===== src/core/mdd_pkg.sv =====
// Shared constants, carriers and decoders for the diagnostic error flags
package mdd_pkg;

  localparam int FLAG_W = 10;
  localparam int BIT_INTERDIE = 9;
  localparam int BIT_LATCH = 8;
  localparam int BIT_INVERSE = 6;
  localparam int BIT_CAL_CRC = 5;
  localparam int BIT_ACCESS = 4;
  localparam int BIT_COUNT = 2;
  localparam int BIT_SLIP = 1;
  localparam int BIT_FRAME_CRC = 0;
  // Bits 7 and 3 are reserved and read as zero
  localparam logic [9:0] FLAG_IMPL = 10'h377;
  localparam logic [9:0] FLAGS_RST = 10'h000;

  localparam logic [4:0] ADDR_RB_SEL = 5'h13;
  localparam logic [4:0] ADDR_RESULTS = 5'h14;
  localparam logic [23:0] RESULTS_RST = 24'h14A000;
  localparam logic [4:0] ECHO_RST = 5'h14;

  localparam logic [5:0] EDGES_SHORT = 6'h18;
  localparam logic [5:0] EDGES_LONG = 6'h20;
  localparam int FRM_SLIP = 23;
  localparam int FRM_RD = 22;
  localparam int FRM_ADDR_HI = 20;
  localparam int FRM_ADDR_LO = 16;
  localparam int CRC_BYTES = 3;

  localparam logic [7:0] CRC_POLY = 8'h07;
  localparam logic [7:0] CRC_SEED = 8'h00;

  typedef struct packed {
    logic end_p;
    logic crc_en;
    logic [5:0] edges;
    logic [31:0] bits;
  } mdd_frame_t;

  typedef struct packed {
    logic valid;
    logic write;
    logic [4:0] addr;
    logic [15:0] data;
  } mdd_commit_t;

  function automatic logic mdd_addr_valid(input logic [4:0] a);
    if (a == 5'h0D || a == 5'h0E) begin
      return 1'b0;
    end else if (a >= 5'h19 && a <= 5'h1B) begin
      return 1'b0;
    end else if (a > 5'h1C) begin
      return 1'b0;
    end else begin
      return 1'b1;
    end
  endfunction : mdd_addr_valid

  function automatic logic mdd_addr_ro(input logic [4:0] a);
    if (a >= 5'h16 && a <= 5'h18) begin
      return 1'b1;
    end else if (a == 5'h1C) begin
      return 1'b1;
    end else begin
      return 1'b0;
    end
  endfunction : mdd_addr_ro

endpackage : mdd_pkg


===== src/core/mdd_flags.sv =====
// Sticky digital diagnostic error flags with frame checking
`timescale 1ns/10ps
module mdd_flags
  import mdd_pkg::*;
(
  input wire logic i_sys_clk,
  input wire logic i_rst,
  input wire mdd_frame_t i_frame,
  input wire logic i_cal_not_ready,
  input wire logic i_interdie_rc_en,
  input wire logic i_interdie_parity_err,
  input wire logic [15:0] i_latch_in,
  input wire logic [15:0] i_latch_out,
  input wire logic [15:0] i_core_code,
  input wire logic i_cal_start,
  input wire logic i_cal_valid,
  input wire logic [7:0] i_cal_byte,
  input wire logic i_cal_end,
  input wire logic [7:0] i_cal_crc,
  input wire logic [9:0] i_diag_en,
  input wire logic [5:0] i_upper_flags,
  output logic [23:0] o_read_word,
  output mdd_commit_t o_commit
);

  typedef struct packed {
    logic [9:0] flags;
    logic [4:0] addr_echo;
    logic [15:0] code;
    logic [15:0] code_inv;
    logic [7:0] cal_acc;
    logic [23:0] read_word;
    mdd_commit_t commit;
  } mdd_state_t;

  localparam mdd_state_t ST_RST = '{
    flags: FLAGS_RST,
    addr_echo: ECHO_RST,
    code: 16'h0000,
    code_inv: 16'hFFFF,
    cal_acc: CRC_SEED,
    read_word: RESULTS_RST,
    commit: '0
  };

  mdd_state_t st_q;
  mdd_state_t st_d;

  logic [7:0] crc_chain [CRC_BYTES+1];
  logic [7:0] cal_next;
  logic is_long;
  logic is_short;
  logic count_err;
  logic slip_err;
  logic crc_err;
  logic frame_bad;
  logic frame_good;
  logic [23:0] word;
  logic rd;
  logic [4:0] addr;
  logic access_err;
  logic commit_ok;
  logic [9:0] set_v;
  logic [9:0] clr_v;

  // Frame CRC runs over the 24 payload bits of a 32-edge frame
  assign crc_chain[0] = CRC_SEED;
  generate
    for (genvar k = 0; k < CRC_BYTES; k++) begin : g_crc
      mdd_crc8_step u_step (
        .i_seed(crc_chain[k]),
        .i_byte(i_frame.bits[31-8*k -: 8]),
        .o_crc(crc_chain[k+1])
      );
    end
  endgenerate

  mdd_crc8_step u_cal_step (
    .i_seed(st_q.cal_acc),
    .i_byte(i_cal_byte),
    .o_crc(cal_next)
  );

  assign is_long = (i_frame.edges == EDGES_LONG);
  assign is_short = (i_frame.edges == EDGES_SHORT);
  assign count_err = i_frame.crc_en ? !is_long : !(is_long || is_short);
  assign word = is_long ? i_frame.bits[31:8] : i_frame.bits[23:0];
  // A miscounted frame has no trustworthy layout, so only its count is judged
  assign slip_err = !count_err && (word[FRM_SLIP] == word[FRM_RD]);
  assign crc_err = !count_err && i_frame.crc_en &&
                   (crc_chain[CRC_BYTES] != i_frame.bits[7:0]);
  assign frame_bad = count_err || slip_err || crc_err;
  assign frame_good = i_frame.end_p && !frame_bad;
  assign rd = word[FRM_RD];
  assign addr = word[FRM_ADDR_HI:FRM_ADDR_LO];
  assign access_err = frame_good && (!mdd_addr_valid(addr) ||
                      (!rd && mdd_addr_ro(addr)) ||
                      (!rd && i_cal_not_ready && addr != ADDR_RB_SEL));
  assign commit_ok = frame_good && !access_err;

  always_comb begin
    set_v = '0;
    set_v[BIT_INTERDIE] = i_interdie_rc_en && i_interdie_parity_err;
    set_v[BIT_LATCH] = (i_latch_in != i_latch_out);
    set_v[BIT_INVERSE] = (st_q.code != ~st_q.code_inv);
    set_v[BIT_CAL_CRC] = i_cal_end && (st_q.cal_acc != i_cal_crc);
    set_v[BIT_ACCESS] = access_err;
    set_v[BIT_COUNT] = i_frame.end_p && count_err;
    set_v[BIT_SLIP] = i_frame.end_p && slip_err;
    set_v[BIT_FRAME_CRC] = i_frame.end_p && crc_err;
    clr_v = '0;
    if (commit_ok && !rd && addr == ADDR_RESULTS) begin
      clr_v = word[9:0] & FLAG_IMPL;
    end
  end

  always_comb begin
    st_d = st_q;
    // Set wins over a clear in the same cycle so no event is lost
    st_d.flags = ((st_q.flags & ~clr_v) | set_v) & FLAG_IMPL;
    st_d.code = i_core_code;
    st_d.code_inv = ~i_core_code;
    if (i_cal_start) begin
      st_d.cal_acc = CRC_SEED;
    end else if (i_cal_valid) begin
      st_d.cal_acc = cal_next;
    end
    st_d.commit = '0;
    if (commit_ok) begin
      st_d.commit.valid = 1'b1;
      st_d.commit.write = !rd;
      st_d.commit.addr = addr;
      st_d.commit.data = word[15:0];
      st_d.addr_echo = addr;
    end
    st_d.read_word = {3'b000, st_q.addr_echo, i_upper_flags,
                      st_q.flags & i_diag_en & FLAG_IMPL};
  end

  always_ff @(posedge i_sys_clk or posedge i_rst) begin
    if (i_rst) begin
      st_q <= ST_RST;
    end else begin
      st_q <= st_d;
    end
  end

  assign o_read_word = st_q.read_word;
  assign o_commit = st_q.commit;
endmodule : mdd_flags


===== src/core/mdd_crc8_step.sv =====
// One byte step of the CRC-8 used on frames and calibration memory
`timescale 1ns/10ps
module mdd_crc8_step
  import mdd_pkg::*;
(
  input wire logic [7:0] i_seed,
  input wire logic [7:0] i_byte,
  output logic [7:0] o_crc
);
  logic [7:0] c;
  logic fb;

  always_comb begin
    c = i_seed;
    fb = 1'b0;
    for (int i = 7; i >= 0; i--) begin
      fb = c[7] ^ i_byte[i];
      c = {c[6:0], 1'b0};
      if (fb) begin
        c = c ^ CRC_POLY;
      end
    end
    o_crc = c;
  end
endmodule : mdd_crc8_step


===== config.mk =====
export PLATFORM = sky130hd
export DESIGN_NAME = mdd_flags
export DESIGN_NICKNAME = d
export VERILOG_FILES = /design/src/core/mdd_pkg.sv /design/src/core/mdd_flags.sv /design/src/core/mdd_crc8_step.sv
export SDC_FILE = /design/constraint.sdc
export NUM_CORES = 1
export LEC_CHECK = 0
export BUFFER_PORTS_ARGS = -buffer_cell sky130_fd_sc_hd__buf_2
export CORE_MARGIN = 4
export CORE_UTILIZATION = 25
export CTS_CLUSTER_DIAMETER = 30
export DETAILED_ROUTE_END_ITERATION = 7
export PLACE_DENSITY = 0.54
export SLEW_MARGIN = 20
export SYNTH_ARGS = -nofsm -noshare
export SYNTH_HDL_FRONTEND = slang
export SYNTH_SLANG_ARGS = --single-unit

===== constraint.sdc =====
create_clock -name i_sys_clk -period 3.7 [get_ports i_sys_clk]
set_input_delay 0.74 -clock i_sys_clk [delete_from_list [all_inputs] [get_ports i_sys_clk]]
set_output_delay 0.74 -clock i_sys_clk [all_outputs]
set_load 0.02 [all_outputs]

==> flow_metrics.env <==
export IMPL_status="finished clean"
export IMPL_seq_area_sq_mm=0.002405
export IMPL_post_cts_setup_buffer_count=0
export IMPL_clock_root_buffer="clkbuf_16"
export IMPL_place_area_sq_mm=0.005891
export IMPL_start_util_pct=25.59
export IMPL_drive_gt1_share_pct=36.88
export IMPL_arrival_ns=3.51
export IMPL_max_slew_margin_pct=64.49
export IMPL_cpMostUsedCell="xnor2_1"
export IMPL_clkLatencyLatePin_ns=0.34
export IMPL_holdBufCountCts=0
export IMPL_avgSynthCellArea_sq_um=10.81
export IMPL_powerDensity_mw_per_mm2=489.0
export IMPL_die_x_um=149.6
export IMPL_synth_edf_count=0
export IMPL_row_count=51
export IMPL_critPathMaxFanout=27
export IMPL_min_to="o_read_word[18]"
export IMPL_finalSetupViolCount=0
export IMPL_vias=3503
export IMPL_die_height_um=149.6
export IMPL_dr_pass1_iters=4
export IMPL_worstPathCellList="buf_2, xnor2_1, buf_4, xnor2_1, xnor3_1, xnor2_1, and3_1, o22ai_1, o311a_1, or2_1, buf_12, o22a_1"
export IMPL_io_pins=175
export IMPL_holdPathStages=0
export IMPL_worstHoldPathType="flip-flop to flip-flop"
export IMPL_synth_seq_cells=95
export IMPL_tns_ns=0
export IMPL_fillers=2093
export IMPL_r2r_cells=7
export IMPL_whs_ns=0.3610
export IMPL_async_flop_share_pct=100.0
export IMPL_hp_start="st_d[41]"
export IMPL_dieArea_sq_mm=0.02238
export IMPL_place_hpwl_um=9941
export IMPL_ys_seq_area_share_pct=47.97
export IMPL_endpoint_kind="flip-flop"
export IMPL_finClkSkew_ns=0.005013
export IMPL_path_clk_slew_ns=0.07
export IMPL_layout_commonest_cell="buf_2"
export IMPL_cts_tree="done"
export IMPL_crit_buf_inv=3
export IMPL_post_cts_resized=0
export IMPL_worst_slew_pin_slew_ns=0.5178
export IMPL_critical_path_required_ns=3.93
export IMPL_p_leak_uw=0.003050
export IMPL_cts_buffers=9
export IMPL_hold_violations=0
export IMPL_antenna_found_initial=0
export IMPL_netlist_area_sq_mm=0.005014
export IMPL_fin_area_sq_mm=0.006221
export IMPL_synth_warnings=0
export IMPL_grt_first_pass_wirelength_um=19270
export IMPL_htreeDepth=3
export IMPL_r2r_end="st_q[50]"
export IMPL_crit_path_top_delay_cell="xnor3_1"
export IMPL_drt_iter0_markers=106
export IMPL_grt_pass1_vias=3584
export IMPL_fmax_ghz=0.3054
export IMPL_power_uw=3042
export IMPL_period_share_pct=88.51
export IMPL_cts_buffer_depth=2
export IMPL_cap_violations=0
export IMPL_worstSetupPathType="input port to flip-flop"
export IMPL_vias_per_cell=4.040
export IMPL_core_area_sq_mm=0.01959
export IMPL_ir_drop_mv=0.2752
export IMPL_synth_cells=464
export IMPL_finalCriticalPeriod_ns=3.275
export IMPL_multi_input_area_sq_mm=0.002118
export IMPL_final_core_util_pct=31.76
export IMPL_drt_total_wl_um=12440
export IMPL_slew_violations=0
export IMPL_ant_nets=0
export IMPL_fin_nets=725
export IMPL_drc=0
export IMPL_place_gp_congestion=0.8271
export IMPL_clock_sinks=95
export IMPL_start_kind="input port"
export IMPL_r2r_start="st_q[54]"
export IMPL_overflow=0
export IMPL_critPathTopFamily="XOR/XNOR gates"
export IMPL_slowest_delay_ns=0.46
export IMPL_portBuffers=167
export IMPL_grt_max_degree=96
export IMPL_wire_per_inst_um=14.35
export IMPL_final_cell_mix="167 x buf_2, 73 x dfrtp_1, 64 x xor2_1"
export IMPL_area_growth_pct=24.08
export IMPL_synthFlopType="dfrtp_1"
export IMPL_synthDistinctLibCells=42
export IMPL_gr_usage_all_layers_pct=11.21
export IMPL_rsz0062_at_grt="no"
export IMPL_diodes=0
export IMPL_r2r_slack_ns=1.93
-- cell families after synthesis --
family,count (synthesis),share of synthesized area (%)
mux,13,2.595
flops,95,47.97
compound gates,47,5.865
simple gates,108,10.03
xor+xnor,117,23.26
other cells,1,0.07480
buf+inv,83,10.21
-- state kept, by name (all words and copies together) (netlist names) --
register	cells
st_q	48
o_read_word	19
o_commit	23
st_d	5
-- worst max path at each step --
stage	startpoint	end	slack (ns)	cells after the start
2_1_floorplan	i_frame[29]	st_q[92]	0.46	10
3_3_place_gp	i_frame[29]	st_q[97]	0.15	11
3_5_place_dp	i_frame[30]	st_q[100]	0.11	12
4_1_cts	i_frame[30]	st_q[100]	0.48	12
5_1_grt	i_frame[30]	st_q[97]	0.26	12
6_report	i_frame[30]	st_q[97]	0.43	12
-- power by group --
part           internal, uW  total, uW  switching, uW
clock                   616       1020            407
sequential             1120       1170           53.5
combinational           422        848            426
total                  2160       3040            886
-- metal layers --
metal / share of wire (%) / routed length (um) / vias up / track usage [%]
met5: 0 / 0 / - / 0
met4: 1.4 / 169 / 0 / 3.982
met3: 4.4 / 549 / 8 / 2.120
met2: 48 / 5999 / 88 / 17.96
met1: 46 / 5726 / 1686 / 15.19
li1: - / - / 1721 / -
-- cell type report --
class                   count  area share, %
flip-flops and latches     95          38.66
multi-input cells         290          34.05
repair buffers            179          15.29
well taps                 265          5.330
clock buffers              10          3.842
clock inverters             6          1.468
inverters                  22          1.368
-- synthesized netlist by cell type (all sizes together), types with 6 or more instances --
cell type	instances	area, sq um
a211oi	6	45.04
a21oi	14	70.07
and2	11	68.82
buf	53	399.1
clkbuf	8	30.03
dfrtp	73	1827
dfstp	22	578.1
inv	22	82.58
mux2i	13	130.1
nand2	34	127.6
nor2	31	116.4
nor3	8	40.04
nor4	8	50.05
o21ai	14	70.06
xnor2	43	384.1
xnor3	8	181.4
xor2	65	576.8
-- stage by stage --
step	setup slack [ns]	cells
final	0.4251	867
after global routing	0.2608	867
after CTS	0.4781	867
after detailed placement	0.1126	851
after global placement	0.1460	851
after floorplan	0.4556	468
Power figures use the tool's default switching activity.
